File: src/rtl/an_arb_pkg.sv
// package: constants and types for the base-page negotiation arbiter
package an_arb_pkg;

    // config word bit positions
    localparam int FD_BIT = 5;
    localparam int HD_BIT = 6;
    localparam int PS1_BIT = 7;
    localparam int PS2_BIT = 8;
    localparam int RF_LO = 12;
    localparam int RF_HI = 13;
    localparam int ACK_BIT = 14;
    localparam int NP_BIT = 15;
    localparam logic [15:0] ABIL_MASK = 16'h01E0;

    // remote fault codes
    localparam logic [1:0] RF_OK = 2'h0;
    localparam logic [1:0] RF_OFFLINE = 2'h1;
    localparam logic [1:0] RF_LINKFAIL = 2'h2;
    localparam logic [1:0] RF_ANERR = 2'h3;

    // register byte offsets
    localparam logic [11:0] ADV_OFS = 12'h000;
    localparam logic [11:0] NPTX_OFS = 12'h004;
    localparam logic [11:0] CTRL_OFS = 12'h008;
    localparam logic [11:0] STAT_OFS = 12'h00C;
    localparam logic [11:0] LPA_OFS = 12'h010;
    localparam logic [11:0] RES_OFS = 12'h014;

    // control bits
    localparam int CTRL_RESTART = 0;
    localparam int CTRL_NPLOAD = 1;
    localparam int CTRL_FAULTCAP = 2;
    localparam logic [15:0] ADV_RESET = 16'h01A0;
    localparam logic [31:0] CTRL_RESET = 32'h0000_0004;

    // timing
    localparam int CLK_HZ = 20_000_000;
    localparam int LINK_TIMER_US = 10;
    localparam int LINK_TIMER_CYC = LINK_TIMER_US * (CLK_HZ / 1_000_000);
    localparam int RESTART_WORDS = 4;
    localparam int MATCH_COUNT = 3;

    typedef enum logic [1:0] {
        XMIT_IDLE,
        XMIT_CONFIG,
        XMIT_DATA
    } xmit_e;

    typedef enum logic [1:0] {
        RX_NONE,
        RX_CFG,
        RX_IDL,
        RX_INVALID
    } rxind_e;

    typedef struct packed {
        logic valid;
        logic isCfg;
        logic isIdle;
        logic codeErr;
        logic [15:0] word;
    } rx_set_s;

    typedef struct packed {
        logic pauseTx;
        logic pauseRx;
        logic fullDuplex;
        logic halfDuplex;
        logic noCommon;
    } res_s;

endpackage

File: src/rtl/serdes_link_autoneg_arbiter.sv
// auto-negotiation arbiter: tx/rx config words, arbitration, resolution
// Operation
// - remote fault code in D13:D12, default zero
// - fault codes: ok, offline, link fail, neg error
// - no fault capability means advertise zero
// - hold fault code until idle detect, clear; kept there instead when next pages were exchanged
// - received nonzero fault sets status bit
// - withhold fault signalling while sync fails
// - unusable resolution advertises negotiation error
// - ack after four matching words in a row, ack masked
// - next page ack held until page loaded
// - complete-ack sends word for link timer
// - next page bit requests more pages
// - restart sends zero words then base page
// - never advertise abilities not possessed
// - tx word from adv or next page register
// - xmit selects config, idle or data sets
// - receiver stores decoded config word content
// - derive ability, ack, consistency, idle matches
// - flag config, idle, invalid indications
// - renegotiation restarts from enable state
// - full duplex beats half duplex
// - pause resolution by fixed mapping
// - full duplex D5, half duplex D6
// - pause D7, asymmetric D8
`timescale 1ns/1ps
`default_nettype none

module serdes_link_autoneg_arbiter #(
    parameter int LINK_TIMER = an_arb_pkg::LINK_TIMER_CYC,
    parameter logic [15:0] LOCAL_ABIL = an_arb_pkg::ABIL_MASK
) (
    // clock and reset
    input wire logic clk_sys,
    input wire logic rst_b,
    // apb slave
    input wire logic psel,
    input wire logic penable,
    input wire logic pwrite,
    input wire logic [11:0] paddr,
    input wire logic [31:0] pwdata,
    output logic [31:0] prdata,
    output logic pready,
    output logic pslverr,
    // coding sublayer receive side
    input wire an_arb_pkg::rx_set_s rxSet,
    input wire logic syncOk,
    input wire logic faultSensed,
    input wire logic [1:0] faultCode,
    // coding sublayer transmit side
    output an_arb_pkg::xmit_e xmit,
    output logic [15:0] txConfigWord,
    output an_arb_pkg::rxind_e rxIndication,
    // resolved mode
    output an_arb_pkg::res_s resolved,
    output logic anComplete
);

    typedef enum logic [2:0] {
        AN_ENABLE,
        AN_RESTART,
        ABILITY_DETECT,
        ACK_DETECT,
        COMPLETE_ACK,
        NEXT_PAGE_WAIT,
        IDLE_DETECT,
        LINK_OK
    } an_state_e;

    ////////////////////////////////////////////////////////////////////////
    // registers

    an_state_e state;
    logic [15:0] adv;
    logic [15:0] npTx;
    logic npLoaded;
    logic faultCap;
    logic [1:0] rfCode;
    logic rfStatus;
    logic [15:0] lpWord;
    logic [15:0] lastWord;
    logic [1:0] matchCnt;
    logic [1:0] idleCnt;
    logic [31:0] timer;
    logic [2:0] zeroCnt;
    logic inNextPage;
    logic ackOut;

    ////////////////////////////////////////////////////////////////////////
    // bus decode

    wire busWr = psel && penable && pwrite;
    wire selAdv = paddr == an_arb_pkg::ADV_OFS;
    wire selNp = paddr == an_arb_pkg::NPTX_OFS;
    wire selCtrl = paddr == an_arb_pkg::CTRL_OFS;
    wire selStat = paddr == an_arb_pkg::STAT_OFS;
    wire selLpa = paddr == an_arb_pkg::LPA_OFS;
    wire selRes = paddr == an_arb_pkg::RES_OFS;
    wire mapped = selAdv || selNp || selCtrl || selStat || selLpa || selRes;
    wire restartReq = busWr && selCtrl && pwdata[an_arb_pkg::CTRL_RESTART];
    wire npLoadReq = busWr && selNp;

    assign pready = 1'b1;
    assign pslverr = psel && penable && !mapped;

    ////////////////////////////////////////////////////////////////////////
    // receive side match logic

    wire cfgRx = rxSet.valid && rxSet.isCfg;
    wire idleRx = rxSet.valid && rxSet.isIdle;
    wire [15:0] noAck = rxSet.word & ~(16'h0001 << an_arb_pkg::ACK_BIT);
    wire [15:0] lastNoAck = lastWord & ~(16'h0001 << an_arb_pkg::ACK_BIT);
    wire sameWord = cfgRx && (noAck == lastNoAck);
    wire abilityMatch = sameWord &&
        (matchCnt == 2'(an_arb_pkg::MATCH_COUNT - 1));
    wire ackMatch = abilityMatch && rxSet.word[an_arb_pkg::ACK_BIT];
    wire consistMatch = (lpWord & ~(16'h0001 << an_arb_pkg::ACK_BIT)) ==
        noAck;
    wire idleMatch = idleRx && (idleCnt == 2'(an_arb_pkg::MATCH_COUNT - 1));
    wire timerDone = timer >= 32'(LINK_TIMER);

    ////////////////////////////////////////////////////////////////////////
    // priority resolution

    wire [15:0] advMasked = adv & LOCAL_ABIL;
    wire lPs1 = advMasked[an_arb_pkg::PS1_BIT];
    wire lPs2 = advMasked[an_arb_pkg::PS2_BIT];
    wire pPs1 = lpWord[an_arb_pkg::PS1_BIT];
    wire pPs2 = lpWord[an_arb_pkg::PS2_BIT];
    wire bothFd = advMasked[an_arb_pkg::FD_BIT] && lpWord[an_arb_pkg::FD_BIT];
    wire bothHd = advMasked[an_arb_pkg::HD_BIT] && lpWord[an_arb_pkg::HD_BIT];
    an_arb_pkg::res_s next_resolved;
    always_comb begin
        next_resolved.fullDuplex = bothFd;
        next_resolved.halfDuplex = bothHd && !bothFd;
        next_resolved.noCommon = !bothFd && !bothHd;
        next_resolved.pauseTx = (lPs1 && pPs1) ||
            (!lPs1 && lPs2 && pPs1 && pPs2);
        next_resolved.pauseRx = (lPs1 && pPs1) ||
            (lPs1 && lPs2 && !pPs1 && pPs2);
    end

    ////////////////////////////////////////////////////////////////////////
    // transmit word

    // fault is only sent once sync is good; stored meanwhile
    wire [1:0] rfSent = (faultCap && syncOk) ? rfCode :
        an_arb_pkg::RF_OK;
    wire [15:0] baseWord = {advMasked[an_arb_pkg::NP_BIT], ackOut, rfSent,
        advMasked[11:0]};
    wire [15:0] npWord = {npTx[15], ackOut, npTx[13:0]};
    // zeros from the restart request on, so no base page leaks out early
    wire sendZero = state == AN_ENABLE || state == AN_RESTART || restartReq;
    wire [15:0] next_txWord = sendZero ? 16'h0000 :
        (inNextPage ? npWord : baseWord);

    ////////////////////////////////////////////////////////////////////////
    // arbitration state machine

    an_state_e next_state;
    always_comb begin
        next_state = state;
        case (state)
            AN_ENABLE: begin
                next_state = AN_RESTART;
            end
            AN_RESTART: begin
                if (zeroCnt == 3'(an_arb_pkg::RESTART_WORDS)) begin
                    next_state = ABILITY_DETECT;
                end
            end
            ABILITY_DETECT: begin
                if (abilityMatch && noAck != 16'h0000) begin
                    next_state = ACK_DETECT;
                end
            end
            ACK_DETECT: begin
                if (ackMatch && consistMatch) begin
                    next_state = COMPLETE_ACK;
                end else if (ackMatch) begin
                    next_state = AN_ENABLE;
                end
            end
            COMPLETE_ACK: begin
                if (timerDone) begin
                    if (advMasked[an_arb_pkg::NP_BIT] &&
                        lpWord[an_arb_pkg::NP_BIT]) begin
                        next_state = NEXT_PAGE_WAIT;
                    end else begin
                        next_state = IDLE_DETECT;
                    end
                end
            end
            NEXT_PAGE_WAIT: begin
                if (npLoaded && !npTx[15] && !lpWord[an_arb_pkg::NP_BIT]) begin
                    next_state = IDLE_DETECT;
                end else if (npLoaded && abilityMatch) begin
                    next_state = ACK_DETECT;
                end
            end
            IDLE_DETECT: begin
                if (idleMatch && timerDone) begin
                    next_state = LINK_OK;
                end
            end
            default: begin
                if (abilityMatch) begin
                    next_state = AN_ENABLE;
                end
            end
        endcase
        if (restartReq) begin
            next_state = AN_ENABLE;
        end
    end

    wire stateChange = next_state != state;

    always_ff @(posedge clk_sys) begin
        if (!rst_b) begin
            state <= AN_ENABLE;
            timer <= '0;
            zeroCnt <= '0;
        end else begin
            state <= next_state;
            timer <= stateChange ? 32'h0000_0000 : timer + 32'h0000_0001;
            zeroCnt <= (state == AN_RESTART && cfgRx) ? zeroCnt + 3'h1 :
                (state == AN_RESTART ? zeroCnt : 3'h0);
        end
    end

    ////////////////////////////////////////////////////////////////////////
    // receive tracking and ack

    always_ff @(posedge clk_sys) begin
        if (!rst_b) begin
            lastWord <= '0;
            matchCnt <= '0;
            idleCnt <= '0;
            lpWord <= '0;
            ackOut <= 1'b0;
            inNextPage <= 1'b0;
        end else begin
            if (cfgRx) begin
                lastWord <= rxSet.word;
                matchCnt <= sameWord ? (matchCnt == 2'h2 ? matchCnt :
                    matchCnt + 2'h1) : 2'h0;
            end
            idleCnt <= idleRx ? (idleCnt == 2'h2 ? idleCnt : idleCnt + 2'h1) :
                (cfgRx ? 2'h0 : idleCnt);
            if (state == ABILITY_DETECT && abilityMatch) begin
                lpWord <= rxSet.word;
            end
            if (next_state == ACK_DETECT && state != ACK_DETECT) begin
                ackOut <= 1'b1;
            end else if (state == AN_ENABLE ||
                (state == NEXT_PAGE_WAIT && npLoaded)) begin
                ackOut <= 1'b0;
            end
            if (state == AN_ENABLE) begin
                inNextPage <= 1'b0;
            end else if (next_state == NEXT_PAGE_WAIT) begin
                inNextPage <= 1'b1;
            end
        end
    end

    ////////////////////////////////////////////////////////////////////////
    // fault and register state

    wire rfClear = next_state == IDLE_DETECT && state != IDLE_DETECT &&
        !inNextPage;
    wire rxFault = state == ABILITY_DETECT && abilityMatch &&
        rxSet.word[an_arb_pkg::RF_HI:an_arb_pkg::RF_LO] != an_arb_pkg::RF_OK;

    always_ff @(posedge clk_sys) begin
        if (!rst_b) begin
            adv <= an_arb_pkg::ADV_RESET;
            npTx <= '0;
            npLoaded <= 1'b0;
            faultCap <= an_arb_pkg::CTRL_RESET[an_arb_pkg::CTRL_FAULTCAP];
            rfCode <= an_arb_pkg::RF_OK;
            rfStatus <= 1'b0;
        end else begin
            if (busWr && selAdv) begin
                adv <= pwdata[15:0];
            end
            if (npLoadReq) begin
                npTx <= pwdata[15:0];
            end
            npLoaded <= npLoadReq ? 1'b1 :
                ((state == NEXT_PAGE_WAIT && npLoaded) ? 1'b0 : npLoaded);
            if (busWr && selCtrl) begin
                faultCap <= pwdata[an_arb_pkg::CTRL_FAULTCAP];
            end
            // later cause wins, clear at idle detect unless next pages were exchanged
            if (state == ACK_DETECT && next_state == COMPLETE_ACK &&
                next_resolved.noCommon) begin
                rfCode <= an_arb_pkg::RF_ANERR;
            end else if (faultSensed && faultCode != an_arb_pkg::RF_OK) begin
                rfCode <= faultCode;
            end else if (rfClear) begin
                rfCode <= an_arb_pkg::RF_OK;
            end
            if (rxFault) begin
                rfStatus <= 1'b1;
            end else if (psel && penable && !pwrite && selStat) begin
                rfStatus <= 1'b0;
            end
        end
    end

    ////////////////////////////////////////////////////////////////////////
    // outputs

    always_ff @(posedge clk_sys) begin
        if (!rst_b) begin
            xmit <= an_arb_pkg::XMIT_CONFIG;
            txConfigWord <= '0;
            rxIndication <= an_arb_pkg::RX_NONE;
            resolved <= '0;
            anComplete <= 1'b0;
        end else begin
            xmit <= (next_state == LINK_OK) ? an_arb_pkg::XMIT_DATA :
                (next_state == IDLE_DETECT ? an_arb_pkg::XMIT_IDLE :
                an_arb_pkg::XMIT_CONFIG);
            txConfigWord <= next_txWord;
            rxIndication <= !rxSet.valid ? an_arb_pkg::RX_NONE :
                ((rxSet.codeErr && xmit == an_arb_pkg::XMIT_CONFIG) ?
                an_arb_pkg::RX_INVALID : (rxSet.isCfg ? an_arb_pkg::RX_CFG :
                (rxSet.isIdle ? an_arb_pkg::RX_IDL : an_arb_pkg::RX_NONE)));
            if (state == COMPLETE_ACK) begin
                resolved <= next_resolved;
            end
            anComplete <= next_state == LINK_OK;
        end
    end

    wire [31:0] statWord = {28'h0, anComplete, 1'b0, rfStatus,
        state == LINK_OK};
    wire [31:0] ctrlWord = {29'h0, faultCap, npLoaded, 1'b0};
    wire [31:0] resWord = {27'h0, resolved};
    assign prdata = selAdv ? {16'h0, advMasked} :
        selNp ? {16'h0, npTx} :
        selCtrl ? ctrlWord :
        selStat ? statWord :
        selLpa ? {16'h0, lpWord} :
        selRes ? resWord : 32'h0000_0000;

endmodule

`default_nettype wire

File: config.mk
export PLATFORM = sky130hd
export DESIGN_NAME = serdes_link_autoneg_arbiter
export DESIGN_NICKNAME = d
export VERILOG_FILES = /design/src/rtl/an_arb_pkg.sv /design/src/rtl/serdes_link_autoneg_arbiter.sv
export SDC_FILE = /design/constraint.sdc
export NUM_CORES = 1
export LEC_CHECK = 0
export BUFFER_PORTS_ARGS = -buffer_cell sky130_fd_sc_hd__buf_4
export CORE_UTILIZATION = 43
export DETAILED_ROUTE_END_ITERATION = 8
export PLACE_DENSITY_LB_ADDON = 0.3
export SLEW_MARGIN = 15
export SYNTH_ARGS = -nofsm -noshare
export SYNTH_HDL_FRONTEND = slang
export SYNTH_SLANG_ARGS = --single-unit
File: constraint.sdc
create_clock -name clk_sys -period 3.15 [get_ports clk_sys]
set_input_delay 0 -clock clk_sys [delete_from_list [all_inputs] [get_ports clk_sys]]
set_output_delay 0 -clock clk_sys [all_outputs]
set_load 0.01 [all_outputs]
==> results.md <==
* Run status: finished, final reports clean
* HPWL after DPL at 11900 um
* Max-slew violations at 0
* Post-DP Area at 0.00716 mm2
* Num CTS Buffers at 17
* Vias at 6059
* Post-CTS setup buffers at 0
* Commonest register cell after synthesis: dfxtp_1
* Post-CTS Resized at 0
* Dominant cells by area after synthesis: dfxtp_1, nand2_1, xnor2_1
* Max IR drop VDD at 354 uV
* Hold WC Path Type: in2reg
* Worst setup EP type: flop
* Max-cap viol count at 0
* PD cells at around 470 mW/mm2
* Yosys top cell area share at 39.7%
* Slew of the pin with the lowest slew margin at 0.776 ns
* Max-slew headroom at 48.2%
* Clock Sinks at 125
* Area of the core at 0.0141 mm2
* Placed cell count at 1044
* Final setup viols at 0
* Clock root cell: clkbuf_16
* EDFF count, synth at 0
* Design area at 0.00820 mm2
* Final period utilization at 83.3%
* Ys async rst share at 0%
* Setup WS pre-CTS at 0.586 ns
* Post-Syn Area per Cell at 7.95 um2
* Post-synthesis sequential area ratio at 39.7%
* Yosys cell types at 61
* Gr ovfl total at 0
* Vias in the first global route at 5722
* Hold_ws at 0.00770 ns
* Total Die Area at 0.0151 mm2
* Initial DRC count at 580
* IO Count at 133
* Clk_lat worst skew at approximately 0.42 ns
* Number of synthesized register bits at 125
* Unrepaired setup endpoints after global routing: no
* TritonRoute pass-1 iters at 5
* Routed Antenna Nets at 0
* Initial Util at 44.7%
* Layout cells sized above 1 at between 15 and 20%
* Startpoint types: flop
* Die X at between 100 and 150 um
* Clock Skew at 0.00791 ns
* Cell Rows at 43
* Largest net degree at the start of global routing at 41
* Total track usage at 24.3%
* NumNets Final at between 1000 and 1500
* Max Buffers Root-to-Sink at 2
* Most common cell in the netlist: nand2_1
* Setup TNS Final at 0 ns
* CP arrival at between 2 and 3 ns
* ANT cells at 0
* Fin crit period at 2.62 ns
* Final Hold Vio Count at 0
* Vias per cell at 5.41
* CTS H-tree lvls at 4
* Global-route wire length before repair at 28500 um
* Area leader, netlist: dfxtp_1
* Wire length per cell after detailed routing at ~16 um
* Layout area overhead at 30.1%
* Ys Warns at 0
* Drc violations at 0
* Mapped Cells at approximately 800
* Port Buffer Count at 99
* Mapped cell area at approximately 0.0063 mm2
* Static Leak at about 3.1 nW
* PnR worst setup slack at approximately 0.53 ns
* Initial antenna violation count at 0
* Post-Layout Cell Count at between 1000 and 1500
* Routed wire length at about 18000 um
* Fmax at 381 MHz
* CTS clk-pin slew, worst paths at approximately 0.050 ns
* CP max FO at 32
* Critical path class: reg2reg
* Top cells by count, synth: nand2_1, dfxtp_1, a21oi_1, nor2_1, xnor2_1
* Die span in y at between 100 and 150 um
* Routability cong. at between 0.8 and 0.9
* CP required at 3.47 ns
* TritonCTS clock tree: yes
[registers in the layout (all words and copies together), names as in the netlist, 4 cells and up]
| signal | flops |
|---|---|
| timer | 32 |
| resolved | 5 |
| lastWord | 15 |
| lpWord | 16 |
| adv | 4 |
| txConfigWord | 16 |
| npTx | 16 |
[placed cells by master, fill, tap and decap left out, drive strengths merged, types with 16 or more instances in the layout]
cell	synthesis	routed
nand2	145	145
dfxtp	125	125
buf	24	115
a21oi	67	67
nor2	48	48
xnor2	47	47
dlygate4sd3	0	45
nor3	42	42
or3	33	33
nand3	27	27
clkbuf	35	23
inv	20	20
and3	19	19
conb	2	17
nand4	17	17
o21ai	16	16
[final timing paths]
path | startpoint | endpoint | slack [ns] | cells past startpoint
min | syncOk | txConfigWord[12] | 0.008 | 5
min reg2reg | npTx[14] | npTx[14] | 0.45 | 2
max | matchCnt[0] | timer[6] | 0.53 | 10
max reg2reg | matchCnt[0] | timer[6] | 0.53 | 10
[where the power goes]
part | internal [mW] | switching [mW] | total (mW)
logic | 0.127 | 0.138 | 0.265
registers | 1.60 | 0.0118 | 1.61
clock network | 1.29 | 0.685 | 1.98
total | 3.02 | 0.834 | 3.85
[per-stage QoR]
| step | total power, mW | util [%] |
|---|---|---|
| 2_1_floorplan | 1.77 | - |
| 3_3_place_gp | 1.86 | 50.8 |
| 3_5_place_dp | 1.86 | 50.8 |
| 4_1_cts | 3.88 | 58.2 |
| 5_1_grt | 3.99 | 58.2 |
| 6_report | 3.85 | 58.2 |
[worst max-delay path, cell delays in order, from the launching register on]
cell and delay (ns):
dfxtp_1 0.34, inv_1 0.05, ha_1 0.24, nand3_1 0.11, nor4b_1 0.05, and4bb_2 0.30, a21bo_2 0.26, a221o_1 0.35
buf_4 0.22, or3_1 0.40, nor3_1 0.19
[metal layers]
metal | global-route usage, % | up-vias | share of wire [%]
met4 | 7.83 | 0 | 1.8
met3 | 5.90 | 29 | 6.2
met2 | 37.9 | 206 | 47
met1 | 33.0 | 2830 | 45
li1 | - | 2994 | -
met5 | 0 | - | 0
[repair_timing]
action	4_1_cts	5_1_grt
endpoints found under the setup margin	0	0
hold buffers	45	0
endpoints found under the hold margin	61	0
[cell type report]
type	instances	area, um2
flip-flops and latches	125	2500
well taps	180	225
multi-input cells	604	3490
inverters	20	75.1
clock buffers	23	478
repair buffers	160	1310
fillers	1260	5900
clock inverters	7	113
[cells by family (layout without fill, tap and decap cells)]
family | count (synthesis) | after routing | synth area share [%]
simple gates | 382 | 382 | 30.3
other cells | 2 | 17 | 0.119
fa+ha+maj | 6 | 6 | 1.19
mux | 10 | 10 | 1.59
flops | 125 | 125 | 39.7
xor+xnor | 62 | 62 | 8.62
buf+inv | 79 | 210 | 6.06
compound gates | 127 | 127 | 12.4
(Power assumes the default switching activity.)
